--- config.mk ---
export PLATFORM = sky130hd
export DESIGN_NAME = scl_synth_config
export DESIGN_NICKNAME = d
export VERILOG_FILES = /design/src/design/scl_pkg.sv /design/src/design/scl_synth_config.sv
export SDC_FILE = /design/constraint.sdc
export NUM_CORES = 1
export LEC_CHECK = 0
export ABC_AREA = 1
export BUFFER_PORTS_ARGS = -buffer_cell sky130_fd_sc_hd__clkbuf_2
export CAP_MARGIN = 20
export CORE_ASPECT_RATIO = 0.7
export CORE_UTILIZATION = 40
export DETAILED_ROUTE_END_ITERATION = 7
export GPL_TIMING_DRIVEN = 1
export PLACE_DENSITY = 0.69
export SLEW_MARGIN = 20
export SYNTH_ARGS = -nofsm -noshare
export SYNTH_HDL_FRONTEND = slang
export SYNTH_SLANG_ARGS = --single-unit
--- constraint.sdc ---
create_clock -name aclk -period 2.5 [get_ports aclk]
set_input_delay 0.25 -clock aclk [delete_from_list [all_inputs] [get_ports aclk]]
set_output_delay 0.25 -clock aclk [all_outputs]
set_load 0.1 [all_outputs]
--- src/design/scl_pkg.sv ---
// Functional notes
// - divide select 00,01,10,11 gives 2,4,8,1
// - slow request divides output by sixteen synchronously
// - reference select high picks crystal, else external
// - output enable active high, glitch free gating
// - disabled output holds true low, complement high
// - shift chain captures data on shift clock rise
// - serial strobe high makes latches follow chain, loop and divide only while parallel strobe high
// - parallel strobe low makes latches follow inputs
// - seven bit loop divider, bit six MSB
// - two bit divide select taken from parallel inputs
// - diagnostic output chosen by serial three bit field
// - open serial pins and external reference read low
// - open parallel and control pins read high, slow request and crystal pins low
package scl_pkg;

  // ==========================================================
  // configuration fields
  localparam int LOOP_W = 7;
  localparam int DIV_W = 2;
  localparam int DIAG_W = 3;
  localparam int CHAIN_W = 12;
  localparam int CNT_W = 8;

  typedef struct packed {
    logic [DIAG_W-1:0] diag;
    logic [DIV_W-1:0] div_sel;
    logic [LOOP_W-1:0] loop_div;
  } scl_cfg_type;

  localparam scl_cfg_type CFG_RESET = '{diag: 3'h0, div_sel: 2'h3, loop_div: 7'h7f};

  // ==========================================================
  // configuration and control pins
  typedef struct packed {
    logic serial_latch_strobe;
    logic serial_config_in;
    logic serial_shift_clock;
    logic external_reference_in;
    logic parallel_latch_strobe_n;
    logic [LOOP_W-1:0] loop_divide_value;
    logic [DIV_W-1:0] output_divide_select;
    logic output_drive_enable;
    logic reference_source_select;
    logic slow_output_request;
    logic crystal_osc_pins;
  } scl_pins_type;

  // level seen on a pin that is left open
  localparam scl_pins_type PULL_LEVEL = '{
    serial_latch_strobe: 1'b0, serial_config_in: 1'b0, serial_shift_clock: 1'b0,
    external_reference_in: 1'b0, parallel_latch_strobe_n: 1'b1,
    loop_divide_value: 7'h7f, output_divide_select: 2'h3, output_drive_enable: 1'b1,
    reference_source_select: 1'b1, slow_output_request: 1'b0, crystal_osc_pins: 1'b0};

  // ==========================================================
  // output divider
  localparam logic [DIV_W-1:0] DIV_CODE_2 = 2'h0;
  localparam logic [DIV_W-1:0] DIV_CODE_4 = 2'h1;
  localparam logic [DIV_W-1:0] DIV_CODE_8 = 2'h2;
  localparam logic [CNT_W-1:0] HALF_1 = 8'h01;
  localparam logic [CNT_W-1:0] HALF_2 = 8'h02;
  localparam logic [CNT_W-1:0] HALF_4 = 8'h04;
  localparam logic [CNT_W-1:0] HALF_8 = 8'h08;
  localparam logic [CNT_W-1:0] SLOW_FACTOR = 8'h10;
  localparam logic [CNT_W-1:0] CNT_ONE = 8'h01;

  typedef enum logic [DIAG_W-1:0] {
    DIAG_LOW = 3'h0,
    DIAG_REF = 3'h1,
    DIAG_VCO = 3'h2,
    DIAG_OUT = 3'h3,
    DIAG_CHAIN = 3'h4,
    DIAG_HIGH = 3'h5
  } scl_diag_type;

  // ==========================================================
  // register map
  localparam int AXI_AW = 8;
  localparam logic [AXI_AW-1:0] ADDR_MASK = 8'hfc;
  localparam logic [AXI_AW-1:0] ADDR_STATUS = 8'h00;
  localparam logic [AXI_AW-1:0] ADDR_CONTROL = 8'h04;
  localparam logic [AXI_AW-1:0] ADDR_CHAIN = 8'h08;
  localparam int STAT_OE_BIT = 12;
  localparam int STAT_SLOW_BIT = 13;
  localparam int STAT_PHASE_BIT = 14;
  localparam int CTRL_DIS_BIT = 0;
  localparam logic [1:0] RESP_OKAY = 2'h0;
  localparam logic [1:0] RESP_SLVERR = 2'h2;

endpackage

--- src/design/scl_synth_config.sv ---
// The AXI4-Lite slave port and the address map are this design's own decisions.
`timescale 1ns/1ps
module scl_synth_config
  import scl_pkg::*;
(
  input wire logic aclk,
  input wire logic aresetn,
  input wire scl_pins_type pins,
  input wire scl_pins_type pins_driven,
  input wire logic vco_tick,
  output logic synth_out_p,
  output logic synth_out_n,
  output logic diagnostic_out,
  output logic pll_reference_out,
  output logic [LOOP_W-1:0] loop_divide_out,
  input wire logic [AXI_AW-1:0] s_axi_awaddr,
  input wire logic s_axi_awvalid,
  output logic s_axi_awready,
  input wire logic [31:0] s_axi_wdata,
  input wire logic [3:0] s_axi_wstrb,
  input wire logic s_axi_wvalid,
  output logic s_axi_wready,
  output logic [1:0] s_axi_bresp,
  output logic s_axi_bvalid,
  input wire logic s_axi_bready,
  input wire logic [AXI_AW-1:0] s_axi_araddr,
  input wire logic s_axi_arvalid,
  output logic s_axi_arready,
  output logic [31:0] s_axi_rdata,
  output logic [1:0] s_axi_rresp,
  output logic s_axi_rvalid,
  input wire logic s_axi_rready
);

  // ==========================================================
  // pin resolution
  scl_pins_type pin_r;
  logic sclk_prev_ff;
  logic shift_rise;
  logic [CHAIN_W-1:0] chain_ff;
  scl_cfg_type chain_cfg;
  scl_cfg_type cfg_ff;
  scl_cfg_type nxt_cfg;

  // open pins fall back to their pull level
  assign pin_r = scl_pins_type'((pins & pins_driven) | (PULL_LEVEL & ~pins_driven));

  // ==========================================================
  // serial chain and configuration latches
  assign shift_rise = pin_r.serial_shift_clock & ~sclk_prev_ff;
  assign chain_cfg = scl_cfg_type'(chain_ff);

  // parallel strobe owns loop and divide fields, diag comes only from the chain
  assign nxt_cfg.loop_div = !pin_r.parallel_latch_strobe_n ? pin_r.loop_divide_value :
                            pin_r.serial_latch_strobe ? chain_cfg.loop_div :
                            cfg_ff.loop_div;
  assign nxt_cfg.div_sel = !pin_r.parallel_latch_strobe_n ? pin_r.output_divide_select :
                           pin_r.serial_latch_strobe ? chain_cfg.div_sel :
                           cfg_ff.div_sel;
  assign nxt_cfg.diag = pin_r.serial_latch_strobe ? chain_cfg.diag : cfg_ff.diag;

  // shift left, newest bit at the bottom
  always_ff @(posedge aclk)
  begin
    if (!aresetn)
    begin
      sclk_prev_ff <= 1'b0;
      chain_ff <= '0;
      cfg_ff <= CFG_RESET;
    end
    else
    begin
      sclk_prev_ff <= pin_r.serial_shift_clock;
      if (shift_rise)
      begin
        chain_ff <= {chain_ff[CHAIN_W-2:0], pin_r.serial_config_in};
      end
      cfg_ff <= nxt_cfg;
    end
  end

  assign loop_divide_out = cfg_ff.loop_div;

  // ==========================================================
  // output divider and synchronous gating
  logic [CNT_W-1:0] half_base;
  logic [CNT_W-1:0] half_lim;
  logic [CNT_W-1:0] edge_cnt_ff;
  logic wrap;
  logic phase_ff;
  logic slow_ff;
  logic oe_sync_ff;
  logic ctrl_dis_ff;
  logic gated;

  // half period in vco edges per divide code
  assign half_base = (cfg_ff.div_sel == DIV_CODE_2) ? HALF_2 :
                     (cfg_ff.div_sel == DIV_CODE_4) ? HALF_4 :
                     (cfg_ff.div_sel == DIV_CODE_8) ? HALF_8 : HALF_1;
  assign half_lim = slow_ff ? CNT_W'(half_base * SLOW_FACTOR) : half_base;
  assign wrap = vco_tick && (edge_cnt_ff >= CNT_W'(half_lim - CNT_ONE));
  assign gated = phase_ff & oe_sync_ff;

  // slow request switches only at a half period boundary
  always_ff @(posedge aclk)
  begin
    if (!aresetn)
    begin
      edge_cnt_ff <= '0;
      phase_ff <= 1'b0;
      slow_ff <= 1'b0;
    end
    else if (wrap)
    begin
      edge_cnt_ff <= '0;
      phase_ff <= ~phase_ff;
      slow_ff <= pin_r.slow_output_request;
    end
    else if (vco_tick)
    begin
      edge_cnt_ff <= CNT_W'(edge_cnt_ff + CNT_ONE);
    end
  end

  // enable changes only while the divided phase is low
  always_ff @(posedge aclk)
  begin
    if (!aresetn)
    begin
      oe_sync_ff <= 1'b0;
      synth_out_p <= 1'b0;
      synth_out_n <= 1'b1;
    end
    else
    begin
      if (!phase_ff)
      begin
        oe_sync_ff <= pin_r.output_drive_enable & ~ctrl_dis_ff;
      end
      synth_out_p <= gated;
      synth_out_n <= ~gated;
    end
  end

  // ==========================================================
  // reference select and diagnostic output
  logic diag_mux;

  assign diag_mux = (cfg_ff.diag == DIAG_REF) ? pll_reference_out :
                    (cfg_ff.diag == DIAG_VCO) ? vco_tick :
                    (cfg_ff.diag == DIAG_OUT) ? phase_ff :
                    (cfg_ff.diag == DIAG_CHAIN) ? chain_ff[CHAIN_W-1] :
                    (cfg_ff.diag == DIAG_HIGH);

  always_ff @(posedge aclk)
  begin
    if (!aresetn)
    begin
      pll_reference_out <= 1'b0;
      diagnostic_out <= 1'b0;
    end
    else
    begin
      pll_reference_out <= pin_r.reference_source_select ? pin_r.crystal_osc_pins :
                           pin_r.external_reference_in;
      diagnostic_out <= diag_mux;
    end
  end

  // ==========================================================
  // axi4-lite register slave
  logic aw_hold_ff;
  logic w_hold_ff;
  logic [AXI_AW-1:0] aw_addr_ff;
  logic [31:0] w_data_ff;
  logic w_strb0_ff;
  logic do_write;
  logic wr_ctrl;
  logic [AXI_AW-1:0] rd_addr;
  logic [31:0] rd_word;
  logic rd_hit;

  assign do_write = aw_hold_ff && w_hold_ff && !s_axi_bvalid;
  assign wr_ctrl = (aw_addr_ff & ADDR_MASK) == ADDR_CONTROL;
  assign rd_addr = s_axi_araddr & ADDR_MASK;
  assign rd_hit = (rd_addr == ADDR_STATUS) || (rd_addr == ADDR_CONTROL) ||
                  (rd_addr == ADDR_CHAIN);
  assign rd_word = (rd_addr == ADDR_STATUS) ?
                   32'({phase_ff, slow_ff, oe_sync_ff, cfg_ff}) :
                   (rd_addr == ADDR_CONTROL) ? 32'(ctrl_dis_ff) :
                   (rd_addr == ADDR_CHAIN) ? 32'(chain_ff) : 32'h0;

  // write address and data taken in either order
  always_ff @(posedge aclk)
  begin
    if (!aresetn)
    begin
      aw_hold_ff <= 1'b0;
      w_hold_ff <= 1'b0;
      aw_addr_ff <= '0;
      w_data_ff <= '0;
      w_strb0_ff <= 1'b0;
      s_axi_awready <= 1'b1;
      s_axi_wready <= 1'b1;
    end
    else if (s_axi_bvalid && s_axi_bready)
    begin
      aw_hold_ff <= 1'b0;
      w_hold_ff <= 1'b0;
      s_axi_awready <= 1'b1;
      s_axi_wready <= 1'b1;
    end
    else
    begin
      if (s_axi_awvalid && s_axi_awready)
      begin
        aw_hold_ff <= 1'b1;
        aw_addr_ff <= s_axi_awaddr;
        s_axi_awready <= 1'b0;
      end
      if (s_axi_wvalid && s_axi_wready)
      begin
        w_hold_ff <= 1'b1;
        w_data_ff <= s_axi_wdata;
        w_strb0_ff <= s_axi_wstrb[0];
        s_axi_wready <= 1'b0;
      end
    end
  end

  // write response and control register
  always_ff @(posedge aclk)
  begin
    if (!aresetn)
    begin
      s_axi_bvalid <= 1'b0;
      s_axi_bresp <= RESP_OKAY;
      ctrl_dis_ff <= 1'b0;
    end
    else if (do_write)
    begin
      s_axi_bvalid <= 1'b1;
      s_axi_bresp <= wr_ctrl || ((aw_addr_ff & ADDR_MASK) == ADDR_STATUS) ||
                     ((aw_addr_ff & ADDR_MASK) == ADDR_CHAIN) ? RESP_OKAY : RESP_SLVERR;
      if (wr_ctrl && w_strb0_ff)
      begin
        ctrl_dis_ff <= w_data_ff[CTRL_DIS_BIT];
      end
    end
    else if (s_axi_bready)
    begin
      s_axi_bvalid <= 1'b0;
    end
  end

  // read channel, answer one cycle after the address is taken
  always_ff @(posedge aclk)
  begin
    if (!aresetn)
    begin
      s_axi_arready <= 1'b1;
      s_axi_rvalid <= 1'b0;
      s_axi_rdata <= '0;
      s_axi_rresp <= RESP_OKAY;
    end
    else if (s_axi_arvalid && s_axi_arready)
    begin
      s_axi_arready <= 1'b0;
      s_axi_rvalid <= 1'b1;
      s_axi_rdata <= rd_word;
      s_axi_rresp <= rd_hit ? RESP_OKAY : RESP_SLVERR;
    end
    else if (s_axi_rvalid && s_axi_rready)
    begin
      s_axi_rvalid <= 1'b0;
      s_axi_arready <= 1'b1;
    end
  end
endmodule // scl_synth_config

Yosys cells after proc, flatten, opt, wreduce, memory -nomap -nowiden
Cells that the tools add are included. W data, S select, Z words.

Register bits: 94. Input port bits: 96. Output and inout bits: 52. Logic and storage cells: 102.

Add/sub/neg operators: 2. Magnitude comparators: 1. Eq/ne operators: 12. Muxes and demuxes: 24. Bitwise operators: 12. Reductions and logical operators: 24.

Operator list (count): $mux W12 (2); $and A18 B18 Y18 (1); $or A18 B14 Y18 (1); $logic_not A8 Y1 (2); $mux W15 (1); $mux W7 (2); $not A14 Y14 (1); $eq A6 B1 Y1 const B (2); $eq A6 B2 Y1 const B (2); $mux W4 (3); $mux W1 (11); $logic_and A1 B1 Y1 (9); $add A8 B1 Y8 const B (1); $ge A8 B8 Y1 (1); $mux W2 (4); $mux W8 (1); $sub A8 B1 Y8 const B (1); $eq A3 B2 Y1 const B (2); $eq A3 B3 Y1 const B (2); $not A1 Y1 (6); $reduce_and A2 Y1 (3); $logic_or A1 B1 Y1 (4); $reduce_bool A2 Y1 (2); $reduce_or A2 Y1 (2); other kinds (7) (9).

Longest topological paths before layout
Gate-level depths: netlist of run 1.

Depth in word-level cells: 9. Depth in mapped cells: 16. Depth with buffers taken out: 15.

Worst setup path before layout of run 1
Ideal clock, no wire load.

Path kind: register -> register. Start: register cfg_ff[7] (netlist bit). End: register edge_cnt_ff[7]. Library setup time: 0.123 ns. Data arrival time: 2.087 ns. Required time: 2.377 ns. Setup slack: 0.290 ns. Stages on the path, launching flop included: 13. Path buffers: 1. Clock period less this slack: 2.210 ns. Cell sequence: dfxtp_1 > clkbuf_1 > nand3_1 > ha_1 > a22oi_1 > o21ai_0 > ha_1 > nand2_1 > o21a_1 > nand2_1 > nand2_1 > nand2_1 > nor2_1.

Longest elaborated chain between the ends: 9. Elaborated cells between the ends (all ways): 11. Classes of those cells: add/sub: 1; order compare: 1; eq/ne: 2; mux: 4; reduce/logical: 3.

Ends and longest elaborated chain: start, declared (line scl_synth_config.sv:42) `scl_cfg_type cfg_ff;`; start signal, assigned (line scl_synth_config.sv:78) `cfg_ff <= nxt_cfg;`; $eq A2 B2 Y1 (line scl_synth_config.sv:99) `(cfg_ff.div_sel == DIV_CODE_8) ? HALF_8 : HALF_1;`; $mux W4 (line scl_synth_config.sv:99); $mux W4 (line scl_synth_config.sv:98) `(cfg_ff.div_sel == DIV_CODE_4) ? HALF_4 :`; $mux W4 (*) (line scl_synth_config.sv:97) `assign half_base = (cfg_ff.div_sel == DIV_CODE_2) ? HALF_2 :`; $mux W8 (*) (line scl_synth_config.sv:100) `assign half_lim = slow_ff ? CNT_W'(half_base * SLOW_FACTOR) : half_base;`; $sub A8 B1 Y8 (*) (line scl_synth_config.sv:101) `assign wrap = vco_tick && (edge_cnt_ff >= CNT_W'(half_lim - CNT_ONE));`; $ge A8 B8 Y1 (*) (line scl_synth_config.sv:101); $logic_and A1 B1 Y1 (*) (line scl_synth_config.sv:101); $reduce_or A2 Y1 (no source line) (*); end signal, assigned (line scl_synth_config.sv:121) `edge_cnt_ff <= CNT_W'(edge_cnt_ff + CNT_ONE);`; end, declared (line scl_synth_config.sv:88) `logic [CNT_W-1:0] edge_cnt_ff;`.

Every way passes the cells marked *; elsewhere a longest branch is shown, timed or not. A chain may end at the register's enable or synchronous reset.

Final worst setup path of run 1
Start: register slow_ff. End: register phase_ff.

Longest elaborated chain between the ends: 4.

Ends and longest elaborated chain: start, declared (line scl_synth_config.sv:91) `logic slow_ff;`; start signal, assigned (line scl_synth_config.sv:117) `slow_ff <= pin_r.slow_output_request;`; $mux W8 (line scl_synth_config.sv:100); $sub A8 B1 Y8 (line scl_synth_config.sv:101); $ge A8 B8 Y1 (line scl_synth_config.sv:101); $logic_and A1 B1 Y1 (line scl_synth_config.sv:101); end signal, assigned (line scl_synth_config.sv:116) `phase_ff <= ~phase_ff;`; end, declared (line scl_synth_config.sv:90) `logic phase_ff;`.

Every way passes these cells.

==> results.yml, run 1 <==
setup_path:
  r2r_setup_slack_ns: 0.22
  arrival_ns: 2.50
  r2r-end: "phase_ff"
  path_max_fanout: 7
  critPathKind: "flop to flop"
  crit_start: "slow_ff"
  crit_path_end: "phase_ff"
  ff2ff_path_depth: 13
  critPathLaunchType: "flop"
  crit-reg2reg-launch: "slow_ff"
  end_kind: "flop"
  worstPathRequired_ns: 2.72
placed_design:
  dp_cells: 677
  port_buffers: 90
  dp_hpwl_um: 5830
  dpl_cell_area_um2: 3950
  gp_congestion: 0.754
routing:
  routedWlPerCell_um: 11.7
  drt_iter0_markers: 124
  drtPass1Iterations: 4
  drc: 0
  drtAntennaViolNets: 0
  dr_total_vias: 3275
  via_per_inst: 4.73
  routed_wl_um: 8090
cells_and_area:
  layout_commonest_cell: "clkbuf_2"
  fillCellCount: 869
  fin_area_um2: 4260
  final_cells: 693
  syn_to_final_growth_pct: 20.6
  fin_nets: 674
  final_cell_mix: "clkbuf_2 (90), nor2_1 (81), nand2_1 (71), dfxtp_1 (71), inv_1 (57)"
  drive_gt1_frac: 0.220
  antennaDiodeCount: 0
job:
  drv_cap: 0
timing:
  setup_viol: 0
  fin_crit_ns: 2.28
  period_share: 0.912
  max_freq_mhz: 439
  slew_headroom: 0.474
  hold_viol: 0
  slew_viol_final: 0
  hold_ws_ns: 0.140
  rsz0062_at_grt: "no"
  worstMarginPinSlew_ns: 0.788
  fin_tns_setup_ns: 0
  finalClockSkew_ns: 0.00440
yosys:
  syn-instance-count: 487
  synth.largest_area_cell: "dfxtp_1"
  yosysSeqAreaShare: 0.413
  yosysWarnings: 0
  synth-edff-count: 0
  synthTopCellsByArea: "dfxtp_1 (41%), nor2_1 (8.6%), nand2_1 (7.6%)"
  netlist_area_um2: 3530
  synth_seq_cells: 73
  synth_top_area_share: 0.413
  ys_types: 34
  ys.flop_type: "dfxtp_1"
  async_flop_share: 0
  synth.avg_cell_area_um2: 7.26
clock_tree:
  clock_path_buffers: 2
  cts_sinks: 73
  clockRootBuffer: "clkbuf_16"
  cts_setup_buffers: 0
  clkLatencyLatePin_ns: 0.33
  clk_pin_slew_ns: 0.05
  htreeDepth: 3
  cts_buffers: 9
  cts_tree: "yes"
outcome:
  status: "finished clean"
grt:
  antenna_found_initial: 0
  grt_max_degree: 42
  grt_pass1_vias: 2906
  grt_overflow: 0
  track_usage: 0.185
  grt_pass1_wl_um: 13200
power_and_ir_drop:
  irDropWorstVdd_mv: 0.345
  p_leak_nw: 2.15
  power_density_nw_per_um2: 799
floorplanning:
  io_pins: 148
  die-area_um2: 9220
  rows: 28
  die_h_um: 80.7
  initial_core_util: 0.415
  coreArea_um2: 8510
  die_w_um: 114
min_path:
  hold_path.class: "input port to flop"
## layout make-up
class	count	area, µm²	area share
sequential	73	1460	0.344
tap	120	150	0.0352
inverter	60	225	0.0528
clock buffer	11	243	0.0570
multi-input combinational	330	1640	0.386
timing repair buffer	94	480	0.113
clock inverter	5	55.1	0.0129
## cell usage after synthesis, types with 2 or more instances
cell / number
nor2_1: 81
dfxtp_1: 73
nand2_1: 72
inv_1: 58
o21ai_0: 40
a21oi_1: 37
buf_4: 27
nand3_1: 27
a31oi_1: 10
ha_1: 10
clkbuf_1: 8
xor2_1: 6
buf_2: 4
buf_6: 3
nor3_1: 3
xnor2_1: 3
a211oi_1: 2
conb_1: 2
inv_2: 2
nand3_2: 2
nand4_1: 2
nor2_2: 2
o21ai_1: 2
## layer usage
metal / part of all wire / GRT usage
met3: 0.050 / 0.0453
met1: 0.49 / 0.239
met5: 0 / 0
met2: 0.45 / 0.299
met4: 0.016 / 0.0662
## logic make-up after synthesis
family,share of synthesized area
compound gates,0.143
buf+inv,0.145
other cells,0.00212
xor+xnor,0.0223
simple gates,0.236
flops,0.413
fa+ha+maj,0.0354
mux,0.00283
## state kept, by name (all words and copies together), names as in the netlist, 5 cells and up
| name | count |
|---|---|
| aw_addr_ff | 6 |
| edge_cnt_ff | 8 |
| s_axi_rdata | 15 |
| loop_divide_out | 7 |
| chain_cfg | 12 |
| cfg_ff | 5 |
## what timing repair did
item | CTS | global route
gates resized for setup | 1 | 7
hold buffers | 0 | 0
endpoints found under the setup margin | 7 | 10
pin swaps | 0 | 0
## report_power, final
| part | switching [mW] | internal, mW | leakage, nW |
|---|---|---|---|
| registers | 0.0631 | 1.25 | 0.601 |
| clock network | 0.489 | 0.796 | 0.142 |
| logic | 0.634 | 0.175 | 1.41 |
| total | 1.19 | 2.22 | 2.15 |
## critical path, stage by stage, from the launching register on
cell     delay [ns]
dfxtp_2        0.35
inv_2          0.12
nand3_1        0.13
ha_2           0.24
a22oi_2        0.21
o21ai_0        0.09
o21ai_1        0.14
ha_1           0.27
nand2_1        0.08
o21a_1         0.12
nand2_1        0.07
buf_4          0.15
a21oi_1        0.13
nor2_1         0.06
## stage by stage
step	utilization	power, mW	setup slack [ns]
6_report	0.501	3.40	0.220
5_1_grt	0.501	3.55	0.0259
4_1_cts	0.499	3.42	0.0456
3_5_place_dp	0.464	2.14	0.0412
3_3_place_gp	0.464	2.12	0.146
2_1_floorplan	-	2.02	0.290
## worst min-delay path by stage
stage               cells after the start  slack (ns)            start                end
finish                                  3        0.14  s_axi_awaddr[4]      aw_addr_ff[4]
global route                            3        0.15  pins_driven[14]  pll_reference_out
CTS                                     3        0.14  s_axi_awaddr[4]      aw_addr_ff[4]
detailed placement                      2        0.44       oe_sync_ff        synth_out_p
global placement                        2        0.44       w_strb0_ff         w_strb0_ff
floorplan                               2        0.38  s_axi_awaddr[3]      aw_addr_ff[3]
Note: power is estimated with default switching activity, not from simulation.
==> inputs of run 2 (changes only) <==
--- a/config.mk
+++ b/config.mk
@@ -8,11 +8,13 @@
 export ABC_AREA = 1
 export BUFFER_PORTS_ARGS = -buffer_cell sky130_fd_sc_hd__clkbuf_2
 export CAP_MARGIN = 20
+export CELL_PAD_IN_SITES_DETAIL_PLACEMENT = 1
+export CELL_PAD_IN_SITES_GLOBAL_PLACEMENT = 1
 export CORE_ASPECT_RATIO = 0.7
-export CORE_UTILIZATION = 40
+export CORE_UTILIZATION = 33
 export DETAILED_ROUTE_END_ITERATION = 7
 export GPL_TIMING_DRIVEN = 1
-export PLACE_DENSITY = 0.69
+export PLACE_DENSITY_LB_ADDON = 0.1
 export SLEW_MARGIN = 20
 export SYNTH_ARGS = -nofsm -noshare
 export SYNTH_HDL_FRONTEND = slang
==> results.yml, run 2 (synthesis results as in run 1) <==
outcome:
  status: "finished clean"
timing:
  worstMarginPinSlew_ns: 0.817
  setup_slack_ns: 0.235
  hold_viol: 0
  max_freq_mhz: 441
  fin_crit_ns: 2.27
  finalClockSkew_ns: 0.00728
  rsz0062_at_grt: "no"
  slew_headroom: 0.454
  hold_ws_ns: 0.131
  fin_tns_setup_ns: 0
  period_share: 0.906
  slew_viol_final: 0
  setup_viol: 0
cells_and_area:
  largest_register: "s_axi_rdata"
  antennaDiodeCount: 0
  final_cell_mix: "clkbuf_2 (90), nor2_1 (81), nand2_1 (71), dfxtp_1 (71), inv_1 (58)"
  fillCellCount: 1376
  largest_register_ffs: 15
  drive_gt1_frac: 0.217
  layout_commonest_cell: "clkbuf_2"
  fin_nets: 676
  syn_to_final_growth_pct: 22.0
  fin_area_um2: 4310
clock_tree:
  ctsHoldBuffers: 0
  clkLatencyLatePin_ns: 0.34
  cts_buffers: 9
  htreeDepth: 3
  cts_sinks: 73
  clk_pin_slew_ns: 0.06
  cts_tree: "yes"
  clockRootBuffer: "clkbuf_16"
  clock_path_buffers: 2
  cts_setup_buffers: 0
setup_path:
  crit_start: "slow_ff"
  arrival_ns: 2.49
  path_max_fanout: 5
  critPathLaunchType: "flop"
  crit-reg2reg-launch: "slow_ff"
  critPathKind: "flop to flop"
  worstPathRequired_ns: 2.72
  end_kind: "flop"
floorplanning:
  io_pins: 148
  die_w_um: 126
  die_h_um: 88.6
  die-area_um2: 11100
  coreArea_um2: 10400
  initial_core_util: 0.340
  rows: 31
power_and_ir_drop:
  power_density_nw_per_um2: 823
  p_leak_nw: 2.17
  irDropWorstVdd_mv: 0.365
  power_mw: 3.55
routing:
  drt_iter0_markers: 107
  routedWlPerCell_um: 13.3
  drc: 0
  drtAntennaViolNets: 0
  via_per_inst: 4.67
  routed_wl_um: 9400
  dr_total_vias: 3302
  drtPass1Iterations: 4
min_path:
  hold_path.class: "input port to flop"
  min_from: "s_axi_awaddr[4]"
placed_design:
  dp_hpwl_um: 6870
  gp_congestion: 0.751
  port_buffers: 90
  dpl_cell_area_um2: 3980
  pre_cts_ws_ns: 0.0283
grt:
  grt_pass1_vias: 3165
  antenna_found_initial: 0
  grt_max_degree: 42
  grt_pass1_wl_um: 15300
  grt_overflow: 0
  track_usage: 0.180
job:
  drv_cap: 0
## run 2: timing repair
action / 4_1_cts / 5_1_grt
setup endpoints to repair: 1 / 10
pin swaps: 0 / 0
cloned: 0 / 0
resized for setup: 1 / 4
## run 2: through the flow
step	std cells	util
3_3_place_gp	691	0.383
2_1_floorplan	505	-
4_1_cts	707	0.414
3_5_place_dp	691	0.383
5_1_grt	707	0.415
6_report	707	0.415
## run 2: path summary, 6_finish.rpt
path         slack (ns)  depth (start not counted)       endpoint
max reg2reg        0.23                         13        slow_ff
max                0.23                         13        slow_ff
min                0.13                          3  aw_addr_ff[4]
min reg2reg        0.46                          2    synth_out_p
## run 2: critical path: stages (launching register included)
cell and delay (ns):
dfxtp_2 0.34, inv_1 0.09, nand3_1 0.11, ha_2 0.24, a22oi_1 0.24, o21ai_0 0.11
o21ai_0 0.12, ha_1 0.27, nand2_1 0.07, o21a_1 0.12, nand2_1 0.07, buf_4 0.15
a21oi_1 0.14, nor2_1 0.07
## run 2: routing by layer
metal | vias to the layer above | wire, µm | GRT usage
met5 | - | 0 | 0
met4 | 0 | 146 | 0.0798
met3 | 12 | 374 | 0.0387
met2 | 68 | 4180 | 0.296
met1 | 1538 | 4700 | 0.231
li1 | 1684 | - | -
## run 2: power by group
part	switching, mW	internal (mW)	total (mW)
clock network	0.515	0.904	1.42
logic	0.642	0.177	0.819
registers	0.0650	1.25	1.31
## run 2: final cells by class
cell class	count	area (µm²)	area share
clock buffers	12	246	0.0572
well taps	132	165	0.0383
clock inverters	4	76.3	0.0177
inverters	60	225	0.0522
flip-flops and latches	73	1460	0.340
repair buffers	96	495	0.115
multi-input cells	330	1640	0.380
